$ cat config.mk
export PLATFORM = sky130hd
export DESIGN_NAME = csm_top
export DESIGN_NICKNAME = d
export VERILOG_FILES = /design/src/logic/csm_pkg.sv /design/src/logic/csm_emcy_builder.sv /design/src/logic/csm_ff_scale.sv /design/src/logic/csm_top.sv
export SDC_FILE = /design/constraint.sdc
export NUM_CORES = 2
export LEC_CHECK = 0
export ABC_AREA = 1
export BUFFER_PORTS_ARGS = -buffer_cell sky130_fd_sc_hd__buf_4
export CAP_MARGIN = 20
export CORE_ASPECT_RATIO = 0.8
export CORE_MARGIN = 10
export CORE_UTILIZATION = 65
export CTS_CLUSTER_DIAMETER = 100
export DETAILED_ROUTE_END_ITERATION = 8
export PLACE_DENSITY_LB_ADDON = 0.12
export SLEW_MARGIN = 20
export SYNTH_ARGS = -nofsm -noshare
export SYNTH_HDL_FRONTEND = slang
export SYNTH_SLANG_ARGS = --single-unit
$ cat constraint.sdc
create_clock -name clk_in -period 46.8 [get_ports clk_in]
set_input_delay 9.36 -clock clk_in [delete_from_list [all_inputs] [get_ports clk_in]]
set_output_delay 9.36 -clock clk_in [all_outputs]
set_load 0.1 [all_outputs]
$ cat src/logic/csm_pkg.sv
// Package: object indices, field positions, reset values and types for the cyclic setpoint handler
package csm_pkg;

  localparam logic [15:0] CSM_IDX_TORQUE_SP = 16'h6071;
  localparam logic [15:0] CSM_IDX_POSITION_SP = 16'h607a;
  localparam logic [15:0] CSM_IDX_SPEED_FF_OFS = 16'h60b1;
  localparam logic [15:0] CSM_IDX_TORQUE_FF_OFS = 16'h60b2;
  localparam logic [15:0] CSM_IDX_SPEED_SP = 16'h60ff;

  localparam logic [7:0] CSM_MODE_CSP = 8'h08;
  localparam logic [7:0] CSM_MODE_CSV = 8'h09;
  localparam logic [7:0] CSM_MODE_CST = 8'h0a;

  localparam int CSM_SW_SETPOINT_BIT = 12;
  localparam int CSM_CW_FAULT_RESET_BIT = 7;

  localparam logic [15:0] CSM_EMCY_BUS_CODE = 16'hff00;
  localparam logic [15:0] CSM_RATED_PERMILLE = 16'h03e8;
  localparam logic [6:0] CSM_SCALE_FULL = 7'h64;

  localparam logic [6:0] CSM_SCALE_RESET = 7'h00;
  localparam logic CSM_SRC_INTERNAL = 1'b0;
  localparam logic CSM_FMT_32BIT = 1'b0;
  localparam int CSM_NUM_ERRORS = 16;

  // Hours counter: one full hour of 4 ns cycles
  localparam longint CSM_CLK_HZ = 250_000_000;
  localparam longint CSM_HOUR_S = 3600;
  localparam longint CSM_HOUR_CYCLES = CSM_CLK_HZ * CSM_HOUR_S;

  typedef enum logic [1:0] {
    CSM_IP_LINEAR,
    CSM_IP_CUBIC,
    CSM_IP_SPLINE,
    CSM_IP_SPLINE_EXT_FF
  } csm_interp_t;

  typedef enum logic [1:0] {
    CSM_REACT_NONE,
    CSM_REACT_QUICK_STOP,
    CSM_REACT_DISABLE,
    CSM_REACT_COAST
  } csm_react_t;

  typedef struct packed {
    logic [6:0] speed_feedforward_scale;
    logic [6:0] torque_feedforward_scale;
    logic speed_source_select;
    logic torque_source_select;
    logic setpoint_format_select;
    csm_interp_t interpolation_type_select;
  } csm_cfg_t;

  typedef struct packed {
    logic [15:0] code;
    logic [7:0] err_reg;
    logic [7:0] number;
    logic [7:0] location;
  } csm_fault_t;

  typedef struct packed {
    logic [7:0] b7;
    logic [7:0] b6;
    logic [7:0] b5;
    logic [7:0] b4;
    logic [7:0] b3;
    logic [7:0] b2;
    logic [7:0] b1;
    logic [7:0] b0;
  } csm_emcy_t;

endpackage

$ cat src/logic/csm_emcy_builder.sv
// Eight-byte emergency telegram assembly
`timescale 1ns/1ps
module csm_emcy_builder (
  input wire logic clk_in,
  input wire logic resetn_in,
  input wire logic send_in,
  input wire logic ack_in,
  input wire csm_pkg::csm_fault_t fault_in,
  input wire logic [23:0] hours_in,
  output csm_pkg::csm_emcy_t emcy_out,
  output logic emcy_valid_out
);
  import csm_pkg::*;

  wire csm_emcy_t built;

  assign built.b0 = fault_in.code[7:0];
  assign built.b1 = fault_in.code[15:8];
  assign built.b2 = fault_in.err_reg;
  assign built.b3 = fault_in.number;
  assign built.b4 = fault_in.location;
  assign built.b5 = hours_in[7:0];
  assign built.b6 = hours_in[15:8];
  assign built.b7 = hours_in[23:16];

  always_ff @(posedge clk_in) begin
    if (!resetn_in) begin
      emcy_out <= '0;
      emcy_valid_out <= 1'b0;
    end else begin
      emcy_valid_out <= send_in | ack_in;
      if (ack_in) begin
        emcy_out <= '0;
      end else if (send_in) begin
        emcy_out <= built;
      end
    end
  end
endmodule

$ cat src/logic/csm_ff_scale.sv
// Percent scaler for one feed-forward channel
`timescale 1ns/1ps
module csm_ff_scale #(
  parameter int W = 32
) (
  input wire logic clk_in,
  input wire logic resetn_in,
  input wire logic signed [W-1:0] value_in,
  input wire logic [6:0] percent_in,
  output logic signed [W-1:0] scaled_out
);
  import csm_pkg::*;

  wire logic [6:0] pct_clip;
  wire logic signed [W+8:0] product;
  wire logic signed [W+8:0] quotient;

  // Factors above full scale are clipped to 100 percent
  assign pct_clip = (percent_in > CSM_SCALE_FULL) ? CSM_SCALE_FULL : percent_in;
  assign product = value_in * $signed({2'b00, pct_clip});
  assign quotient = product / $signed({{(W+2){1'b0}}, CSM_SCALE_FULL});

  always_ff @(posedge clk_in) begin
    if (!resetn_in) begin
      scaled_out <= '0;
    end else begin
      scaled_out <= quotient[W-1:0];
    end
  end
endmodule

$ cat src/logic/csm_top.sv
// Cyclic position, velocity and torque setpoint handling with feed-forward and emergency reporting
`timescale 1ns/1ps
module csm_top (
  input wire logic clk_in,
  input wire logic resetn_in,
  input wire logic cycle_in,
  input wire logic [7:0] mode_in,
  input wire logic [15:0] control_word_in,
  input wire logic wr_in,
  input wire logic [15:0] wr_index_in,
  input wire logic [31:0] wr_data_in,
  input wire csm_pkg::csm_cfg_t cfg_in,
  input wire logic [1:0] setpoint_hold_in,
  input wire logic signed [31:0] int_speed_ff_in,
  input wire logic signed [15:0] int_torque_ff_in,
  input wire logic [csm_pkg::CSM_NUM_ERRORS-1:0] fault_cause_in,
  input wire csm_pkg::csm_fault_t fault_info_in,
  input wire logic [2*csm_pkg::CSM_NUM_ERRORS-1:0] react_cfg_in,
  input wire logic bus_fault_in,
  output logic [31:0] position_ref_out,
  output logic signed [31:0] speed_ref_out,
  output logic signed [15:0] torque_ref_out,
  output logic signed [31:0] speed_ff_out,
  output logic signed [15:0] torque_ff_out,
  output logic [2:0] loop_enable_out,
  output logic setpoint_used_out,
  output csm_pkg::csm_interp_t interp_out,
  output logic cfg_refused_out,
  output logic fault_active_out,
  output csm_pkg::csm_react_t reaction_out,
  output csm_pkg::csm_emcy_t emcy_out,
  output logic emcy_valid_out,
  output logic [23:0] hours_out
);
  import csm_pkg::*;

  //////////////////////////////////////////////////////////////////////////////
  // Process data objects written by the controller

  logic [31:0] position_setpoint_ff;
  logic [31:0] speed_setpoint_ff;
  logic [15:0] torque_setpoint_ff;
  logic [31:0] speed_feedforward_offset_ff;
  logic [15:0] torque_feedforward_offset_ff;
  csm_interp_t interp_ff;
  logic cfg_refused_ff;

  wire logic wr_pos = wr_in && (wr_index_in == CSM_IDX_POSITION_SP);
  wire logic wr_spd = wr_in && (wr_index_in == CSM_IDX_SPEED_SP);
  wire logic wr_trq = wr_in && (wr_index_in == CSM_IDX_TORQUE_SP);
  wire logic wr_sofs = wr_in && (wr_index_in == CSM_IDX_SPEED_FF_OFS);
  wire logic wr_tofs = wr_in && (wr_index_in == CSM_IDX_TORQUE_FF_OFS);

  always_ff @(posedge clk_in) begin
    if (!resetn_in) begin
      position_setpoint_ff <= '0;
      speed_setpoint_ff <= '0;
      torque_setpoint_ff <= '0;
      speed_feedforward_offset_ff <= '0;
      torque_feedforward_offset_ff <= '0;
    end else begin
      if (wr_pos) begin
        position_setpoint_ff <= wr_data_in;
      end
      if (wr_spd) begin
        speed_setpoint_ff <= wr_data_in;
      end
      if (wr_trq) begin
        torque_setpoint_ff <= wr_data_in[15:0];
      end
      if (wr_sofs) begin
        speed_feedforward_offset_ff <= wr_data_in;
      end
      if (wr_tofs) begin
        torque_feedforward_offset_ff <= wr_data_in[15:0];
      end
    end
  end

  //////////////////////////////////////////////////////////////////////////////
  // Mode decode and status bit 12

  wire logic is_csp = (mode_in == CSM_MODE_CSP);
  wire logic is_csv = (mode_in == CSM_MODE_CSV);
  wire logic is_cst = (mode_in == CSM_MODE_CST);
  wire logic setpoint_taken = !fault_active_out && !(|setpoint_hold_in);
  wire logic nxt_used = (is_csp || is_csv || is_cst) && setpoint_taken;

  // Interpolation selection: the spline-with-external-FF code is refused and the last legal one kept
  wire logic interp_bad = (cfg_in.interpolation_type_select == CSM_IP_SPLINE_EXT_FF);

  always_ff @(posedge clk_in) begin
    if (!resetn_in) begin
      interp_ff <= CSM_IP_LINEAR;
      cfg_refused_ff <= 1'b0;
    end else begin
      cfg_refused_ff <= interp_bad;
      if (!interp_bad) begin
        interp_ff <= cfg_in.interpolation_type_select;
      end
    end
  end

  //////////////////////////////////////////////////////////////////////////////
  // Feed-forward source selection and scaling

  wire logic ext_ok = is_csp || is_csv;
  wire logic speed_ext = ext_ok && (cfg_in.speed_source_select != CSM_SRC_INTERNAL);
  wire logic torque_ext = ext_ok && (cfg_in.torque_source_select != CSM_SRC_INTERNAL);
  wire logic signed [31:0] speed_ff_raw =
    speed_ext ? $signed(speed_feedforward_offset_ff) : int_speed_ff_in;
  wire logic signed [15:0] torque_ff_raw =
    torque_ext ? $signed(torque_feedforward_offset_ff) : int_torque_ff_in;
  wire logic signed [31:0] speed_ff_scaled;
  wire logic signed [15:0] torque_ff_scaled;

  csm_ff_scale #(.W(32)) u_speed_scale (
    .clk_in(clk_in),
    .resetn_in(resetn_in),
    .value_in(speed_ff_raw),
    .percent_in(cfg_in.speed_feedforward_scale),
    .scaled_out(speed_ff_scaled)
  );

  csm_ff_scale #(.W(16)) u_torque_scale (
    .clk_in(clk_in),
    .resetn_in(resetn_in),
    .value_in(torque_ff_raw),
    .percent_in(cfg_in.torque_feedforward_scale),
    .scaled_out(torque_ff_scaled)
  );

  // Torque sum saturates rather than wrapping; per-mille of rated torque throughout
  wire logic signed [16:0] torque_sum =
    $signed({torque_setpoint_ff[15], torque_setpoint_ff}) +
    $signed({torque_feedforward_offset_ff[15], torque_feedforward_offset_ff});
  wire logic signed [15:0] torque_sat =
    (torque_sum > 17'sh07fff) ? 16'sh7fff :
    (torque_sum < -17'sh08000) ? -16'sh8000 : torque_sum[15:0];

  //////////////////////////////////////////////////////////////////////////////
  // Cycle-synchronous reference outputs; feed-forward outputs and the used flag are registered every clock

  always_ff @(posedge clk_in) begin
    if (!resetn_in) begin
      position_ref_out <= '0;
      speed_ref_out <= '0;
      torque_ref_out <= '0;
      speed_ff_out <= '0;
      torque_ff_out <= '0;
      loop_enable_out <= 3'b000;
      setpoint_used_out <= 1'b0;
    end else begin
      setpoint_used_out <= nxt_used;
      speed_ff_out <= speed_ff_scaled;
      torque_ff_out <= torque_ff_scaled;
      if (cycle_in && nxt_used) begin
        if (is_csp) begin
          position_ref_out <= position_setpoint_ff;
          loop_enable_out <= 3'b111;
        end else if (is_csv) begin
          speed_ref_out <= $signed(speed_setpoint_ff);
          loop_enable_out <= 3'b011;
        end else begin
          torque_ref_out <= torque_sat;
          loop_enable_out <= 3'b001;
        end
      end else if (!(is_csp || is_csv || is_cst)) begin
        loop_enable_out <= 3'b000;
      end
    end
  end

  assign interp_out = interp_ff;
  assign cfg_refused_out = cfg_refused_ff;

  //////////////////////////////////////////////////////////////////////////////
  // Operating hours counter

  logic [39:0] hour_tick_ff;
  logic [23:0] hours_ff;

  always_ff @(posedge clk_in) begin
    if (!resetn_in) begin
      hour_tick_ff <= '0;
      hours_ff <= '0;
    end else if (hour_tick_ff == 40'(CSM_HOUR_CYCLES - 1)) begin
      hour_tick_ff <= '0;
      hours_ff <= hours_ff + 24'h00_0001;
    end else begin
      hour_tick_ff <= hour_tick_ff + 40'h00_0000_0001;
    end
  end

  assign hours_out = hours_ff;

  //////////////////////////////////////////////////////////////////////////////
  // Fault handling and acknowledge

  logic fault_ff;
  logic cw7_ff;
  csm_react_t react_ff;

  wire logic any_cause = (|fault_cause_in) || bus_fault_in;
  wire logic ack_edge = control_word_in[CSM_CW_FAULT_RESET_BIT] && !cw7_ff;
  wire logic raise = any_cause && !fault_ff && !ack_edge;
  wire logic clear = fault_ff && ack_edge;
  wire csm_fault_t nxt_fault;
  wire csm_react_t sel_react;

  // Bus faults take the fixed profile code; others bring their own
  assign nxt_fault.code = bus_fault_in ? CSM_EMCY_BUS_CODE : fault_info_in.code;
  assign nxt_fault.err_reg = fault_info_in.err_reg;
  assign nxt_fault.number = fault_info_in.number;
  assign nxt_fault.location = fault_info_in.location;

  // Lowest-numbered active cause picks the reaction
  function automatic csm_react_t pick_react(input logic [CSM_NUM_ERRORS-1:0] c,
                                            input logic [2*CSM_NUM_ERRORS-1:0] r);
    csm_react_t res;
    res = CSM_REACT_NONE;
    for (int i = CSM_NUM_ERRORS - 1; i >= 0; i--) begin
      if (c[i]) begin
        res = csm_react_t'(r[2*i +: 2]);
      end
    end
    return res;
  endfunction

  assign sel_react = bus_fault_in ? csm_react_t'(react_cfg_in[1:0]) :
    pick_react(fault_cause_in, react_cfg_in);

  always_ff @(posedge clk_in) begin
    if (!resetn_in) begin
      fault_ff <= 1'b0;
      cw7_ff <= 1'b0;
      react_ff <= CSM_REACT_NONE;
    end else begin
      cw7_ff <= control_word_in[CSM_CW_FAULT_RESET_BIT];
      if (clear) begin
        fault_ff <= 1'b0;
        react_ff <= CSM_REACT_NONE;
      end else if (raise) begin
        fault_ff <= 1'b1;
        react_ff <= sel_react;
      end
    end
  end

  assign fault_active_out = fault_ff;
  assign reaction_out = react_ff;

  csm_emcy_builder u_emcy (
    .clk_in(clk_in),
    .resetn_in(resetn_in),
    .send_in(raise),
    .ack_in(clear),
    .fault_in(nxt_fault),
    .hours_in(hours_ff),
    .emcy_out(emcy_out),
    .emcy_valid_out(emcy_valid_out)
  );

endmodule

==> impl_table.tex <==
\begin{tabular}{lr}
\hline
Metric & Value \\
\hline
\multicolumn{2}{l}{\textbf{Synthesis}} \\
\quad Synth Cell Area & 0.0401 mm2 \\
\quad Ys async rst share & 0 \\
\quad Net count of the mapped netlist & 6518 \\
\quad Fraction of synthesized cell area taken by the top area cell type & 0.222 \\
\quad Mapped Avg Cell Area & 6.82 um2 \\
\quad Leading area contributor after synthesis & sky130\_fd\_sc\_hd\_\_dfxtp\_1 \\
\quad Register area share after synthesis & 0.222 \\
\quad Unique cell type count in the Yosys netlist & 80 \\
\quad Cell types with the largest area share after synthesis & sky130\_fd\_sc\_hd\_\_dfxtp\_1 22\%, sky130\_fd\_sc\_hd\_\_fa\_1 13\%, sky130\_fd\_sc\_hd\_\_inv\_1 9.7\% \\
\quad Number of enable flip-flop cells after synthesis & 0 \\
\quad Dominant synthesized flop cell & sky130\_fd\_sc\_hd\_\_dfxtp\_1 \\
\quad Warning count from the yosys run & 0 \\
\quad Number of register bits inferred by synthesis & 444 \\
\quad Count of mapped cells out of synthesis & 5879 \\
\multicolumn{2}{l}{\textbf{Critical path}} \\
\quad Worst Reg-to-Reg Cells & 172 \\
\quad Critical Path Source Type & input pin \\
\quad Worst Path Max Fanout & 62 \\
\quad Master of the slowest instance on the critical path & sky130\_fd\_sc\_hd\_\_fa\_1 \\
\quad Data arrival, critical path & 35330 ps \\
\quad Reg-to-reg critical path endpoint & u\_speed\_scale.scaled\_out[26] \\
\quad Delay of the slowest cell on the worst path & 560 ps \\
\quad Crit path kind & input pin to flop \\
\quad Data required time at the worst endpoint & 47290 ps \\
\quad Critical register-to-register path startpoint & speed\_feedforward\_offset\_ff[31] \\
\quad Most repeated library cell on the critical path & sky130\_fd\_sc\_hd\_\_nand2\_2 \\
\quad Crit path capture type & flop \\
\quad Slack of the worst reg-to-reg path & 22050 ps \\
\multicolumn{2}{l}{\textbf{Timing}} \\
\quad Slew @ Worst Pin & 1030 ps \\
\quad Accumulated negative setup slack & 0 ps \\
\quad Portion of the clock cycle consumed by the worst path in the final layout & 0.744 \\
\quad Headroom to the max-slew limit & 0.308 \\
\quad Fmax achieved & 28.7 MHz \\
\quad Final WS setup & 11960 ps \\
\quad Final Hold Vio Count & 0 \\
\quad Unrepaired setup endpoints after global routing & no \\
\quad Final Setup Violations & 0 \\
\quad Number of slew-limit violations in the final report & 0 \\
\quad Maximum clock skew at final layout & 23.6 ps \\
\quad Clock period minus worst slack & 34840 ps \\
\multicolumn{2}{l}{\textbf{Run}} \\
\quad Max cap viols & 0 \\
\multicolumn{2}{l}{\textbf{Layout}} \\
\quad Area growth from synthesis to final layout & 13.5\% \\
\quad Layout cells sized above 1 & 0.176 \\
\quad Layout filler cell count & 5029 \\
\quad Final net count & 6887 \\
\quad Post-route standard cell area excluding fillers & 0.0455 mm2 \\
\multicolumn{2}{l}{\textbf{GRT}} \\
\quad Wire length of the first global-routing pass & 182000 um \\
\quad GRT overflow & 0 \\
\quad Maximum number of pins on one net before global-route repair & 121 \\
\quad Combined global-route utilization of all metal layers & 0.299 \\
\quad Number of global-route vias before repair & 35989 \\
\quad Antenna violations before repair & 5 \\
\multicolumn{2}{l}{\textbf{Routing}} \\
\quad DR pass1 iterations & 6 \\
\quad Ratio of routed vias to standard cells & 5.42 \\
\quad Violation count after the first detailed-routing iteration & 3056 \\
\quad Post-detailed-route wirelength per cell & 15.8 um \\
\quad Final routed DRC violation total & 0 \\
\quad Routed wire length & 112000 um \\
\quad Via count of the routed design & 38570 \\
\quad Antenna violation net count after detailed routing & 0 \\
\multicolumn{2}{l}{\textbf{Placement}} \\
\quad \# port buffers & 444 \\
\quad DP Wirelength & 89400 um \\
\quad Setup slack at placement & 11970 ps \\
\quad Cell area reported after detailed placement & 0.0440 mm2 \\
\quad GPL Wtd Cong & 1.01 \\
\multicolumn{2}{l}{\textbf{Floorplanning}} \\
\quad Die outline width & 298 um \\
\quad Die area & 0.0721 mm2 \\
\quad Placeable Area & 0.0611 mm2 \\
\quad Initial standard-cell utilization of the core & 0.656 \\
\quad Count of boundary I/O pins & 461 \\
\quad Height of the chip & 242 um \\
\quad Rows & 81 \\
\multicolumn{2}{l}{\textbf{Clocking}} \\
\quad Buffers inserted during post-CTS setup optimization & 0 \\
\quad H-tree depth & 2 \\
\quad CTS Hold Bufs & 0 \\
\quad Clock tree from TritonCTS & built \\
\quad Root Buffer Master & sky130\_fd\_sc\_hd\_\_clkbuf\_16 \\
\quad Maximum count of clock buffers along a single path & 3 \\
\quad Worst-path clk slew & 60 ps \\
\quad Sinks on the clock net & 444 \\
\quad Total CTS buffers & 44 \\
\quad Cts repair resizes & 0 \\
\quad Clock latency at the later pin of the worst-skew pair & 580 ps \\
\multicolumn{2}{l}{\textbf{Min path}} \\
\quad Start point of the worst min-delay path & u\_speed\_scale.scaled\_out[29] \\
\quad Depth of the worst hold-timing path & 2 \\
\quad Worst Hold Endpoint & speed\_ff\_out[29] \\
\quad Class of the worst hold path & flop to flop \\
\multicolumn{2}{l}{\textbf{Outcome}} \\
\quad Outcome & finished, final reports clean \\
\hline
\end{tabular}
==> sequential cells by signal, indices dropped and copies added, names as in the netlist, 24 cells and up <==
signal / flops
hour_tick_ff: 40
hours_out: 24
position_ref_out: 32
position_setpoint_ff: 32
speed_feedforward_offset_ff: 32
speed_ff_out: 32
speed_ref_out: 32
speed_setpoint_ff: 32
u_emcy.emcy_out: 64
u_speed_scale.scaled_out: 32
==> kinds of logic (layout without fill, tap and decap cells) <==
| family | after synthesis | after routing | synth area share |
|---|---|---|---|
| and+or+nand+nor | 2758 | 2758 | 0.331 |
| buffers and inverters | 1279 | 1679 | 0.126 |
| AOI/OAI and AO/OA | 866 | 866 | 0.119 |
| DFF | 444 | 444 | 0.222 |
| adders and majority gates | 405 | 405 | 0.174 |
| xor gates and xnor gates | 125 | 125 | 0.0279 |
| muxes | 2 | 2 | 0.000499 |
| other | 0 | 2 | 0 |
==> critical path: cells and delay by family <==
family | cells | cell delay [ps]
compound gates | 7 | 1550
fa+ha+maj | 6 | 2670
buf+inv | 10 | 1830
simple gates | 154 | 19780
==> worst max path at each step <==
stage / startpoint / end / slack, ps
CTS: mode_in[5] / u_speed_scale.scaled_out[26] / 12490
finish: mode_in[5] / u_speed_scale.scaled_out[26] / 11960
global route: mode_in[7] / u_speed_scale.scaled_out[28] / 9630
detailed placement: mode_in[5] / u_speed_scale.scaled_out[26] / 11970
floorplan: mode_in[7] / u_speed_scale.scaled_out[28] / 17070
global placement: mode_in[5] / u_speed_scale.scaled_out[26] / 12660
==> cells in the mapped netlist (13+ instances only) <==
cell type,instances
sky130_fd_sc_hd__a211oi_1,36
sky130_fd_sc_hd__a21oi_1,305
sky130_fd_sc_hd__a22oi_1,15
sky130_fd_sc_hd__clkbuf_1,130
sky130_fd_sc_hd__dfxtp_1,444
sky130_fd_sc_hd__fa_1,253
sky130_fd_sc_hd__ha_1,152
sky130_fd_sc_hd__inv_1,1038
sky130_fd_sc_hd__inv_2,68
sky130_fd_sc_hd__nand2_1,1028
sky130_fd_sc_hd__nand2_2,223
sky130_fd_sc_hd__nand2_4,83
sky130_fd_sc_hd__nand3_1,285
sky130_fd_sc_hd__nand3_2,20
sky130_fd_sc_hd__nand4_1,82
sky130_fd_sc_hd__nand4_2,20
sky130_fd_sc_hd__nor2_1,771
sky130_fd_sc_hd__nor2_2,27
sky130_fd_sc_hd__nor2_4,27
sky130_fd_sc_hd__nor3_1,84
sky130_fd_sc_hd__nor4_1,24
sky130_fd_sc_hd__o211ai_1,13
sky130_fd_sc_hd__o21a_1,25
sky130_fd_sc_hd__o21ai_0,329
sky130_fd_sc_hd__o21ai_1,72
sky130_fd_sc_hd__o21bai_1,15
sky130_fd_sc_hd__or2_2,31
sky130_fd_sc_hd__xnor2_1,26
sky130_fd_sc_hd__xor2_1,97
==> cells in the final DEF, fill, tap and decap left out, drive strengths merged, types with 98 or more instances in the layout <==
cell,instances
nand2,1338
nand3,308
dfxtp,444
ha,152
inv,1113
buf,471
a21oi,306
fa,253
nand4,107
nor2,825
o21ai,406
xor2,98
==> metrics by stage <==
stage	utilization	instances	hold slack, ps
global route	0.745	7109	423
floorplan	-	5879	390
finish	0.745	7111	408
CTS	0.745	7109	412
detailed placement	0.721	7032	397
global placement	0.721	7032	391
==> metal layers <==
| metal | global-route usage | wire (um) |
|---|---|---|
| met2 | 0.481 | 49800 |
| met3 | 0.0648 | 10000 |
| met4 | 0.0747 | 2890 |
| met5 | 0 | 41 |
| met1 | 0.405 | 49400 |
==> final cells by class <==
class                           count  area [um2]  share of cell area
Inverter                         1131        4380              0.0962
Sequential cell                   444        8890               0.195
Timing Repair Buffer              471        3540              0.0777
Clock buffer                       60        1230              0.0270
Clock inverter                     17         253             0.00555
Tap cell                          830        1040              0.0228
Antenna cell                        2        5.00            0.000110
Multi-Input combinational cell   4156       26200               0.575
Power is not shown: default switching activity piles up to over one toggle a cycle in this logic, so the estimate is an artifact.
